File: src/pkg/pin_mux_params.svh
// constants for the port alternate-function selector
// assumes inclusion by the design file and the bench only
// What this block does
// RULE1 - p02 with mode bit: select 0 gives nmi input, 1 gives address bit 21
// RULE2 - p03 ext/sel: 00 irq0, 01 adc trigger, 11 rtc one hertz
// RULE3 - p04 ext/sel: 00 irq1 input, 01 rtc divided out, 10 rtc clock out
// RULE4 - p05 irq2 with mode bit; debug reset input whenever debug enable is set
// RULE5 - p06 is irq3 input when its mode bit is set
// RULE6 - p10/p11 carry dac outputs when direction bit set to input
// RULE7 - p30: select 0 uart0 transmit, select 1 serial 4 data out
// RULE8 - p31: select 0 feeds uart0 receive and irq7, 1 feeds serial 4 in
// RULE9 - software disables irq7 edges or uart0 receive depending on pin use
// RULE10 - p32 ext/sel: 00 baud clock, 01 serial 4 clock, 10 timer in, 11 timer out
// RULE11 - p33: select 0 timer p0 capture 1, select 1 timer p0 output 1
// RULE12 - p34/p35: select 0 timer p1 inputs, select 1 timer p1 outputs
// RULE13 - p36/p37 with mode bit carry uart3 transmit and receive
// RULE14 - p38/p39: select 0 uart2, select 1 i2c0 open drain
// RULE15 - p40/p41: select 0 serial 0 in/out, select 1 i2c1 open drain
// RULE16 - p42 carries serial 0 clock in or out with mode bit set
// RULE17 - p50 ext/sel: 01 timer q0 in/key return, 10 timer out, 11 realtime bit
// RULE18 - alternate functions ignore the port latch and direction bits
// RULE19 - keep general port level steady while the other dac pin drives
// RULE20 - mode bit clear and no debug: pin follows port latch and input path
`ifndef PIN_MUX_PARAMS_SVH
`define PIN_MUX_PARAMS_SVH
`define NPINS 24
// pin indices in the flat pin vectors
`define PX02 0
`define PX03 1
`define PX04 2
`define PX05 3
`define PX06 4
`define PX10 5
`define PX11 6
`define PX30 7
`define PX31 8
`define PX32 9
`define PX33 10
`define PX34 11
`define PX35 12
`define PX36 13
`define PX37 14
`define PX38 15
`define PX39 16
`define PX40 17
`define PX41 18
`define PX42 19
`define PX50 20
`define RST_PINS 24'h000000
`define RST_DIR 24'hffffff
`endif

File: src/pkg/pin_mux_pkg.sv
// types for the port alternate-function selector
// assumes nothing beyond the params header
`default_nettype none
package pin_mux_pkg;
	typedef logic [1:0] sel_pair_t;
	typedef logic [23:0] pin_vec_t;
endpackage
`default_nettype wire

File: src/port_alt_function_select.sv
// port 0, 1, 3, 4, 5 pin function selector with registered pin drives
// assumes config bits and peripheral signals are synchronous to clk
`timescale 1ns/1ps
`default_nettype none
`include "pin_mux_params.svh"
module port_alt_function_select (
	input  wire logic               clk,
	input  wire logic               nrst,
	input  wire pin_mux_pkg::pin_vec_t pin_function_mode_bit,
	input  wire pin_mux_pkg::pin_vec_t function_select_bit,
	input  wire pin_mux_pkg::pin_vec_t function_select_ext_bit,
	input  wire pin_mux_pkg::pin_vec_t io_direction_bit,
	input  wire pin_mux_pkg::pin_vec_t open_drain_bit,
	input  wire pin_mux_pkg::pin_vec_t port_latch,
	input  wire logic               debug_pin_enable,
	input  wire pin_mux_pkg::pin_vec_t pin_in,
	output logic [23:0]             pin_out,
	output logic [23:0]             pin_oe,
	output logic [23:0]             port_in,
	input  wire logic               addr_bit_21,
	input  wire logic               rtc_one_hertz,
	input  wire logic               rtc_divided_out,
	input  wire logic               rtc_clock_out,
	input  wire logic               dac_out_0,
	input  wire logic               dac_out_1,
	input  wire logic               uart0_tx,
	input  wire logic               csi4_data_out,
	input  wire logic               csi4_clock_out,
	input  wire logic               csi4_clock_oe,
	input  wire logic               timer_p0_out0,
	input  wire logic               timer_p0_out1,
	input  wire logic               timer_p1_out0,
	input  wire logic               timer_p1_out1,
	input  wire logic               uart3_tx,
	input  wire logic               uart2_tx,
	input  wire logic               i2c0_data_drive_low,
	input  wire logic               i2c0_clock_drive_low,
	input  wire logic               i2c1_data_drive_low,
	input  wire logic               i2c1_clock_drive_low,
	input  wire logic               csi0_data_out,
	input  wire logic               csi0_clock_out,
	input  wire logic               csi0_clock_oe,
	input  wire logic               timer_q0_out1,
	input  wire logic               realtime_port_bit0,
	output logic                    nmi_in,
	output logic                    ext_irq_0,
	output logic                    adc_ext_trigger,
	output logic                    ext_irq_1,
	output logic                    ext_irq_2,
	output logic                    debug_reset_in,
	output logic                    ext_irq_3,
	output logic                    uart0_rx,
	output logic                    ext_irq_7,
	output logic                    csi4_data_in,
	output logic                    csi4_clock_in,
	output logic                    uart0_baud_clock_in,
	output logic                    timer_p0_in0,
	output logic                    timer_p0_in1,
	output logic                    timer_p1_in0,
	output logic                    timer_p1_in1,
	output logic                    uart3_rx,
	output logic                    uart2_rx,
	output logic                    i2c0_data_in,
	output logic                    i2c0_clock_in,
	output logic                    i2c1_data_in,
	output logic                    i2c1_clock_in,
	output logic                    csi0_data_in,
	output logic                    csi0_clock_in,
	output logic                    timer_q0_in1,
	output logic                    key_return_0,
	output logic                    dac_active_0,
	output logic                    dac_active_1
);
	import pin_mux_pkg::*;

	// ************************************************************
	// output path selection
	// ************************************************************
	logic [23:0] out_next;
	logic [23:0] oe_next;
	logic [23:0] alt_used;
	logic [23:0] alt_out;
	logic [23:0] alt_oe;
	sel_pair_t   s03;
	sel_pair_t   s04;
	sel_pair_t   s32;
	sel_pair_t   s50;
	logic        od38;
	logic        od39;
	logic        od40;
	logic        od41;

	always_comb begin
		s03 = {function_select_ext_bit[`PX03], function_select_bit[`PX03]};
		s04 = {function_select_ext_bit[`PX04], function_select_bit[`PX04]};
		s32 = {function_select_ext_bit[`PX32], function_select_bit[`PX32]};
		s50 = {function_select_ext_bit[`PX50], function_select_bit[`PX50]};
		od38 = open_drain_bit[`PX38];
		od39 = open_drain_bit[`PX39];
		od40 = open_drain_bit[`PX40];
		od41 = open_drain_bit[`PX41];
		alt_used = pin_function_mode_bit;
		alt_used[`PX05] = pin_function_mode_bit[`PX05] | debug_pin_enable; // RULE4
		alt_used[`PX10] = 1'b0;
		alt_used[`PX11] = 1'b0;
		alt_used[23:21] = 3'h0;
		alt_out = 24'h000000;
		alt_oe = 24'h000000;
		// p05 and p06 are input-only alternates: drivers stay off
		alt_out[`PX02] = addr_bit_21; // RULE1
		alt_oe[`PX02] = function_select_bit[`PX02]; // RULE1
		alt_out[`PX03] = rtc_one_hertz; // RULE2
		alt_oe[`PX03] = (s03 == 2'h3); // RULE2
		if (s04 == 2'h1) begin // RULE3
			alt_out[`PX04] = rtc_divided_out;
			alt_oe[`PX04] = 1'b1;
		end else if (s04 == 2'h2) begin // RULE3
			alt_out[`PX04] = rtc_clock_out;
			alt_oe[`PX04] = 1'b1;
		end
		alt_out[`PX30] = function_select_bit[`PX30] ? csi4_data_out : uart0_tx; // RULE7
		alt_oe[`PX30] = 1'b1;
		if (s32 == 2'h1) begin // RULE10
			alt_out[`PX32] = csi4_clock_out;
			alt_oe[`PX32] = csi4_clock_oe;
		end else if (s32 == 2'h3) begin // RULE10
			alt_out[`PX32] = timer_p0_out0;
			alt_oe[`PX32] = 1'b1;
		end
		alt_out[`PX33] = timer_p0_out1; // RULE11
		alt_oe[`PX33] = function_select_bit[`PX33]; // RULE11
		alt_out[`PX34] = timer_p1_out0; // RULE12
		alt_oe[`PX34] = function_select_bit[`PX34]; // RULE12
		alt_out[`PX35] = timer_p1_out1; // RULE12
		alt_oe[`PX35] = function_select_bit[`PX35]; // RULE12
		alt_out[`PX36] = uart3_tx; // RULE13
		alt_oe[`PX36] = 1'b1;
		// i2c pins only pull low, relying on the open-drain bit being set
		if (function_select_bit[`PX38]) begin // RULE14
			alt_oe[`PX38] = i2c0_data_drive_low | ~od38;
		end else begin
			alt_out[`PX38] = uart2_tx; // RULE14
			alt_oe[`PX38] = 1'b1;
		end
		alt_oe[`PX39] = function_select_bit[`PX39] & (i2c0_clock_drive_low | ~od39); // RULE14
		if (function_select_bit[`PX40]) begin // RULE15
			alt_oe[`PX40] = i2c1_data_drive_low | ~od40;
		end
		if (function_select_bit[`PX41]) begin // RULE15
			alt_oe[`PX41] = i2c1_clock_drive_low | ~od41;
		end else begin
			alt_out[`PX41] = csi0_data_out; // RULE15
			alt_oe[`PX41] = 1'b1;
		end
		alt_out[`PX42] = csi0_clock_out; // RULE16
		alt_oe[`PX42] = csi0_clock_oe;
		if (s50 == 2'h2) begin // RULE17
			alt_out[`PX50] = timer_q0_out1;
			alt_oe[`PX50] = 1'b1;
		end else if (s50 == 2'h3) begin // RULE17
			alt_out[`PX50] = realtime_port_bit0;
			alt_oe[`PX50] = 1'b1;
		end
		for (int i = 0; i < `NPINS; i++) begin
			if (alt_used[i]) begin // RULE18
				out_next[i] = alt_out[i];
				oe_next[i] = alt_oe[i];
			end else begin // RULE20
				out_next[i] = port_latch[i] & ~open_drain_bit[i];
				oe_next[i] = ~io_direction_bit[i] & ~(open_drain_bit[i] & port_latch[i]);
			end
		end
		// dac pins: analog drive replaces the port when direction is input
		out_next[`PX10] = io_direction_bit[`PX10] ? dac_out_0 : port_latch[`PX10]; // RULE6
		oe_next[`PX10] = ~io_direction_bit[`PX10];
		out_next[`PX11] = io_direction_bit[`PX11] ? dac_out_1 : port_latch[`PX11]; // RULE6
		oe_next[`PX11] = ~io_direction_bit[`PX11];
		out_next[23:21] = 3'h0;
		oe_next[23:21] = 3'h0;
	end

	always_ff @(posedge clk or negedge nrst) begin
		if (!nrst) begin
			pin_out <= `RST_PINS;
			pin_oe <= `RST_PINS;
			dac_active_0 <= 1'b0;
			dac_active_1 <= 1'b0;
		end else begin
			pin_out <= out_next;
			pin_oe <= oe_next;
			dac_active_0 <= io_direction_bit[`PX10]; // RULE6
			dac_active_1 <= io_direction_bit[`PX11]; // RULE6
		end
	end

	// ************************************************************
	// input routing
	// ************************************************************
	// idle level for an unselected interrupt, trigger, timer or serial input is 0; uart receive and i2c inputs idle at 1
	always_ff @(posedge clk or negedge nrst) begin
		if (!nrst) begin
			port_in <= `RST_PINS;
			nmi_in <= 1'b0;
			ext_irq_0 <= 1'b0;
			adc_ext_trigger <= 1'b0;
			ext_irq_1 <= 1'b0;
			ext_irq_2 <= 1'b0;
			debug_reset_in <= 1'b0;
			ext_irq_3 <= 1'b0;
		end else begin
			port_in <= pin_in & ~alt_used; // RULE20
			nmi_in <= pin_function_mode_bit[`PX02] & ~function_select_bit[`PX02]
				& pin_in[`PX02]; // RULE1
			ext_irq_0 <= pin_function_mode_bit[`PX03] & (s03 == 2'h0) & pin_in[`PX03]; // RULE2
			adc_ext_trigger <= pin_function_mode_bit[`PX03] & (s03 == 2'h1)
				& pin_in[`PX03]; // RULE2
			ext_irq_1 <= pin_function_mode_bit[`PX04] & (s04 == 2'h0) & pin_in[`PX04]; // RULE3
			ext_irq_2 <= pin_function_mode_bit[`PX05] & ~debug_pin_enable
				& pin_in[`PX05]; // RULE4
			debug_reset_in <= debug_pin_enable & pin_in[`PX05]; // RULE4
			ext_irq_3 <= pin_function_mode_bit[`PX06] & pin_in[`PX06]; // RULE5
		end
	end

	logic m31;
	logic m32;
	assign m31 = pin_function_mode_bit[`PX31];
	assign m32 = pin_function_mode_bit[`PX32];

	always_ff @(posedge clk or negedge nrst) begin
		if (!nrst) begin
			uart0_rx <= 1'b1;
			ext_irq_7 <= 1'b0;
			csi4_data_in <= 1'b0;
			csi4_clock_in <= 1'b0;
			uart0_baud_clock_in <= 1'b0;
			timer_p0_in0 <= 1'b0;
			timer_p0_in1 <= 1'b0;
			timer_p1_in0 <= 1'b0;
			timer_p1_in1 <= 1'b0;
			uart3_rx <= 1'b1;
			uart2_rx <= 1'b1;
		end else begin
			// both receivers share the pin; software silences the unused one
			uart0_rx <= (m31 & ~function_select_bit[`PX31]) ? pin_in[`PX31] : 1'b1; // RULE8
			ext_irq_7 <= m31 & ~function_select_bit[`PX31] & pin_in[`PX31]; // RULE8
			csi4_data_in <= m31 & function_select_bit[`PX31] & pin_in[`PX31]; // RULE8
			csi4_clock_in <= m32 & (s32 == 2'h1) & pin_in[`PX32]; // RULE10
			uart0_baud_clock_in <= m32 & (s32 == 2'h0) & pin_in[`PX32]; // RULE10
			timer_p0_in0 <= m32 & (s32 == 2'h2) & pin_in[`PX32]; // RULE10
			timer_p0_in1 <= pin_function_mode_bit[`PX33] & ~function_select_bit[`PX33]
				& pin_in[`PX33]; // RULE11
			timer_p1_in0 <= pin_function_mode_bit[`PX34] & ~function_select_bit[`PX34]
				& pin_in[`PX34]; // RULE12
			timer_p1_in1 <= pin_function_mode_bit[`PX35] & ~function_select_bit[`PX35]
				& pin_in[`PX35]; // RULE12
			uart3_rx <= pin_function_mode_bit[`PX37] ? pin_in[`PX37] : 1'b1; // RULE13
			uart2_rx <= (pin_function_mode_bit[`PX39] & ~function_select_bit[`PX39])
				? pin_in[`PX39] : 1'b1; // RULE14
		end
	end

	always_ff @(posedge clk or negedge nrst) begin
		if (!nrst) begin
			i2c0_data_in <= 1'b1;
			i2c0_clock_in <= 1'b1;
			i2c1_data_in <= 1'b1;
			i2c1_clock_in <= 1'b1;
			csi0_data_in <= 1'b0;
			csi0_clock_in <= 1'b0;
			timer_q0_in1 <= 1'b0;
			key_return_0 <= 1'b0;
		end else begin
			i2c0_data_in <= ~(pin_function_mode_bit[`PX38] & function_select_bit[`PX38])
				| pin_in[`PX38]; // RULE14
			i2c0_clock_in <= ~(pin_function_mode_bit[`PX39] & function_select_bit[`PX39])
				| pin_in[`PX39]; // RULE14
			i2c1_data_in <= ~(pin_function_mode_bit[`PX40] & function_select_bit[`PX40])
				| pin_in[`PX40]; // RULE15
			i2c1_clock_in <= ~(pin_function_mode_bit[`PX41] & function_select_bit[`PX41])
				| pin_in[`PX41]; // RULE15
			csi0_data_in <= pin_function_mode_bit[`PX40] & ~function_select_bit[`PX40]
				& pin_in[`PX40]; // RULE15
			csi0_clock_in <= pin_function_mode_bit[`PX42] & pin_in[`PX42]; // RULE16
			timer_q0_in1 <= pin_function_mode_bit[`PX50] & (s50 == 2'h1) & pin_in[`PX50]; // RULE17
			key_return_0 <= pin_function_mode_bit[`PX50] & (s50 == 2'h1) & pin_in[`PX50]; // RULE17
		end
	end

	// ************************************************************
	// checks
	// ************************************************************
	a_p30_uart_route: assert property (@(posedge clk) disable iff (!nrst)
		pin_function_mode_bit[`PX30] && !function_select_bit[`PX30]
		|=> pin_out[`PX30] == $past(uart0_tx) && pin_oe[`PX30]) // RULE7
		else $error("p30 not carrying uart0 transmit");
	a_p05_debug_override: assert property (@(posedge clk) disable iff (!nrst)
		debug_pin_enable |=> !ext_irq_2 && debug_reset_in == $past(pin_in[`PX05])) // RULE4
		else $error("p05 debug override broken");
	a_p02_nmi_route: assert property (@(posedge clk) disable iff (!nrst)
		pin_function_mode_bit[`PX02] && !function_select_bit[`PX02]
		|=> nmi_in == $past(pin_in[`PX02])) // RULE1
		else $error("p02 nmi route broken");
	a_p03_trigger_route: assert property (@(posedge clk) disable iff (!nrst)
		pin_function_mode_bit[`PX03] && s03 == 2'h1
		|=> adc_ext_trigger == $past(pin_in[`PX03]) && !ext_irq_0) // RULE2
		else $error("p03 trigger route broken");
	a_p04_rtc_clock: assert property (@(posedge clk) disable iff (!nrst)
		pin_function_mode_bit[`PX04] && s04 == 2'h2
		|=> pin_out[`PX04] == $past(rtc_clock_out) && pin_oe[`PX04]) // RULE3
		else $error("p04 rtc clock route broken");
	a_p32_timer_out: assert property (@(posedge clk) disable iff (!nrst)
		m32 && s32 == 2'h3 |=> pin_out[`PX32] == $past(timer_p0_out0)) // RULE10
		else $error("p32 timer output route broken");
	a_p31_shared_rx: assert property (@(posedge clk) disable iff (!nrst)
		m31 && !function_select_bit[`PX31]
		|=> uart0_rx == ext_irq_7 && !csi4_data_in) // RULE8
		else $error("p31 shared receive broken");
	a_latch_ignored: assert property (@(posedge clk) disable iff (!nrst)
		pin_function_mode_bit[`PX36] && $stable(uart3_tx) && $changed(port_latch[`PX36])
		|=> pin_out[`PX36] == $past(uart3_tx)) // RULE18
		else $error("port latch leaks into alternate output");
	a_port_default: assert property (@(posedge clk) disable iff (!nrst)
		!pin_function_mode_bit[`PX33] && !io_direction_bit[`PX33]
		&& !open_drain_bit[`PX33] |=> pin_out[`PX33] == $past(port_latch[`PX33])
		&& pin_oe[`PX33]) // RULE20
		else $error("general port output broken");
	a_i2c_open_drain: assert property (@(posedge clk) disable iff (!nrst)
		pin_function_mode_bit[`PX40] && function_select_bit[`PX40] && od40
		|=> !pin_out[`PX40]) // RULE15
		else $error("i2c pin drives high");
	c_dac_on: cover property (@(posedge clk) disable iff (!nrst) dac_active_0 && dac_active_1);
	c_i2c_low: cover property (@(posedge clk) disable iff (!nrst) pin_oe[`PX38] && !pin_out[`PX38]);
	c_p50_rtp: cover property (@(posedge clk) disable iff (!nrst)
		pin_function_mode_bit[`PX50] && s50 == 2'h3);
	c_debug: cover property (@(posedge clk) disable iff (!nrst) debug_reset_in);
endmodule
`default_nettype wire

File: config.mk
export PLATFORM = sky130hd
export DESIGN_NAME = port_alt_function_select
export DESIGN_NICKNAME = d
export VERILOG_FILES = /design/src/pkg/pin_mux_pkg.sv /design/src/port_alt_function_select.sv
export VERILOG_INCLUDE_DIRS = /design/src /design/src/pkg
export SDC_FILE = /design/constraint.sdc
export NUM_CORES = 1
export LEC_CHECK = 0
export ABC_AREA = 1
export BUFFER_PORTS_ARGS = -buffer_cell sky130_fd_sc_hd__clkbuf_2
export CAP_MARGIN = 20
export CORE_AREA = 2 2 114 116
export DETAILED_ROUTE_END_ITERATION = 12
export DIE_AREA = 0 0 116 118
export SYNTH_ARGS = -nofsm -noshare
export SYNTH_HDL_FRONTEND = slang
export SYNTH_SLANG_ARGS = --single-unit
File: constraint.sdc
create_clock -name clk -period 1.17 [get_ports clk]
set_clock_uncertainty 0.1 [all_clocks]
set_input_delay 0.351 -clock clk [delete_from_list [all_inputs] [get_ports clk]]
set_output_delay 0.351 -clock clk [all_outputs]
set_load 0.01 [all_outputs]
==> implementation parameters <==
Parameter                              Value

Critical path
  Setup crit start kind    register
  Kind of end point of the critical path    output pin
  Cells along the critical path    buf_6
  Largest fanout on the critical path    1
  Buf+Inv Stages, Crit Path    1
  Worst endpoint data arrival time    0.96 ns
  Type of the worst setup path    reg -> out
  Critical Path Slowest Stage Cell    sky130_fd_sc_hd__dfstp_2
  Critical Path Max Stage Delay    0.53 ns
  Required time of the critical path    0.72 ns
  Top delay family on crit path    flip-flops

Logic synthesis
  Cell area after technology mapping    0.00351 sq mm
  Post-synth top area share    61.4%
  Number of enable flip-flop cells after synthesis    0
  Number of flip-flops and latches in the synthesized netlist    93
  Synth warn    0
  Synth async-reset ratio    100%
  Top cells by area in the synthesized netlist    sky130_fd_sc_hd__dfrtp_1 (61%), sky130_fd_sc_hd__nand2_1 (10%), sky130_fd_sc_hd__inv_1 (6.9%), sky130_fd_sc_hd__dfstp_2 (5.2%), sky130_fd_sc_hd__nor2_1 (4.1%)
  Post-synthesis sequential area ratio    66.6%
  Yosys top cell by area    sky130_fd_sc_hd__dfrtp_1
  Gate Count Post-Synth    362
  Number of different library cells in the post-synthesis netlist    18
  Flip-flop cell with the highest count after synthesis    sky130_fd_sc_hd__dfrtp_1
  Synth Area per Inst    9.68 sq um

Timing
  Shortest clock period the worst path allows after layout    1.41 ns
  Hold Worst Slack    0.0216 ns
  Max Fclk    708 MHz
  Setup repair after global routing missed its margin    yes
  Count of endpoints failing setup in the final report    94
  Share of the clock period used by the worst path after layout    121%
  Crit path setup slack, layout    -0.243 ns
  Count of final hold-check violations    0
  Pins over their slew limit    0

Power and ir drop
  Power Density    1400 mW/mm^2
  Register share of total power    45.8%
  Sw power    1710 uW
  LEAKAGE    0.00323 uW
  Cell internal power dissipation    5820 uW
  Clk pwr share    41.4%
  Switching Share    22.7%
  Largest vdd supply drop    700 uV
  Logic gate share of total power    12.8%

Detailed routing
  Routed len/inst    11.3 um
  Routed wire length    8.95 mm
  Vias per inst    4.02
  Number of iterations in the first detailed-routing pass    5
  Drt drc    0
  Number of DRC markers in iteration 0    108
  Routed vias    3188
  Post-route antenna net violation count    0

CTS
  Number of CTS-inserted buffers    9
  Maximum root-to-sink buffer count    2
  Clock tree from TritonCTS    done
  # H-tree levels    3
  Sink count of the clock tree    93
  Clock-pin slew on the worst setup and hold paths    0.06 ns
  Post-CTS setup buffer count    0
  Root buffer selected by CTS    sky130_fd_sc_hd__clkbuf_16

Final layout
  Relative area change from synthesis to final layout    53.7%
  Number of filler instances in the final layout    1245
  Post-layout nets    816
  Diodes inserted    0
  Commonest cells after routing, fill and taps aside    sky130_fd_sc_hd__clkbuf_2 (224), sky130_fd_sc_hd__nand2_1 (98), sky130_fd_sc_hd__dfrtp_1 (86)
  Top reg by flops    port_in
  Share of final-layout standard cells stronger than drive strength 1    43.4%
  Cell Count, Final, Fillers Out    794
  Largest register FFs    24
  Leading cell type in the layout, fill and taps excluded    sky130_fd_sc_hd__clkbuf_2
  Largest registers    port_in: 24 flops, pin_oe: 21 flops, pin_out: 21 flops
  Post-Route Utilization    43.4%

Placement
  Final weighted congestion in routability-driven placement    0.921
  Count of buffers from port buffering    243
  Post-DP HPWL    7.49 mm
  DP Cell Count    777

Floorplan
  Die area    0.0137 sq mm
  Horizontal extent of the die    116 um
  Number of top-level pins    296
  Initial Utilization    28.2%
  Core ar.    0.0124 sq mm
  Floorplan die height    118 um
  Std-Cell Rows    41

Job
  Max cap viols    0

Global route
  Number of global-route vias before repair    3165
  Number of antenna violations at the first check in global routing    0
  Maximum number of pins on one net before global-route repair    54
  Total global-route track usage    13.4%
  Wire length of the first global-routing pass    14.1 mm
  Total overflow reported by the global router    0

Run status
  Status    finished, violations left
  Failing checks    setup timing

Worst hold path
  Type of the tightest min-delay check    in -> reg
==> power by group through the flow <==
stage | clock, uW | combinational (uW) | sequential [uW]
final | 3120 | 966 | 3450
after global routing | 3400 | 1090 | 3460
after CTS | 3260 | 951 | 3440
after detailed placement | 0 | 946 | 3500
after global placement | 0 | 930 | 3500
after floorplan | 0 | 237 | 3600
==> area by class of cell <==
class | count | area, sq um | area share (%)
timing repair buffer | 246 | 1380 | 25.5
clock buffer | 12 | 256 | 4.76
sequential | 93 | 2340 | 43.3
inverter | 65 | 244 | 4.53
clock inverter | 4 | 70.1 | 1.30
tap | 172 | 215 | 3.99
multi-input combinational | 202 | 892 | 16.6
==> synth_stat cells (all sizes together) (2+ instances only) <==
master and number:
a21oi 6, nand3b 10, nand3 10, buf 7
o21ai 15, dfstp 7, nor3b 2, nand2 99
dfrtp 86, inv 65, nor3 13, nor2 38
ha 3
==> cell families (layout without fill, tap and decap cells) <==
logic type               Yosys count  in the layout  share of synthesized area, %
buffers and inverters             72            327                          8.46
adder cells (fa/ha/maj)            3              3                          1.07
other                              1              6                         0.107
AO/OA/AOI/OAI                     21             21                          3.00
AND/OR/NAND/NOR                  172            172                          20.7
flip-flops                        93             93                          66.6
==> metal layers <==
layer	vias to the layer above	GRT usage, %	part of all wire, %
met5	-	0	0
met4	0	6.77	2.6
met3	18	5.30	11
met2	170	22.7	49
met1	1413	14.2	37
li1	1587	-	-
==> timing repair <==
| item | 4_1_cts | 5_1_grt |
|---|---|---|
| hold buffers | 1 | 0 |
| pin swaps | 0 | 0 |
| endpoints found under the hold margin | 86 | 0 |
| resized for setup | 0 | 43 |
| setup endpoints to repair | 94 | 94 |
==> final timing paths <==
check / slack (ns) / cells after the start / endpoint / from
worst max-delay path: -0.24 / 1 / uart2_rx / uart2_rx$_DFF_PN1_
worst min-delay path: 0.02 / 1 / port_in[21]$_DFF_PN0_ / pin_in[21]
max in group asynchronous: 0.20 / 3 / i2c1_clock_in$_DFF_PN1_ / nrst
min in group asynchronous: 0.44 / 3 / pin_oe[17]$_DFF_PN0_ / nrst
==> per-stage QoR <==
step / total power (uW) / cell area (sq um) / setup TNS, ns / setup slack [ns]
after floorplan: 3840 / 3520 / 0 / 0.180
after CTS: 7660 / 5280 / -12.97 / -0.287
after detailed placement: 4450 / 4950 / 0 / 0.0419
after global routing: 7950 / 5390 / -14.21 / -0.282
after global placement: 4430 / 4950 / 0 / 0.0682
final: 7530 / 5390 / -10.48 / -0.243
(Power assumes the default switching activity.)
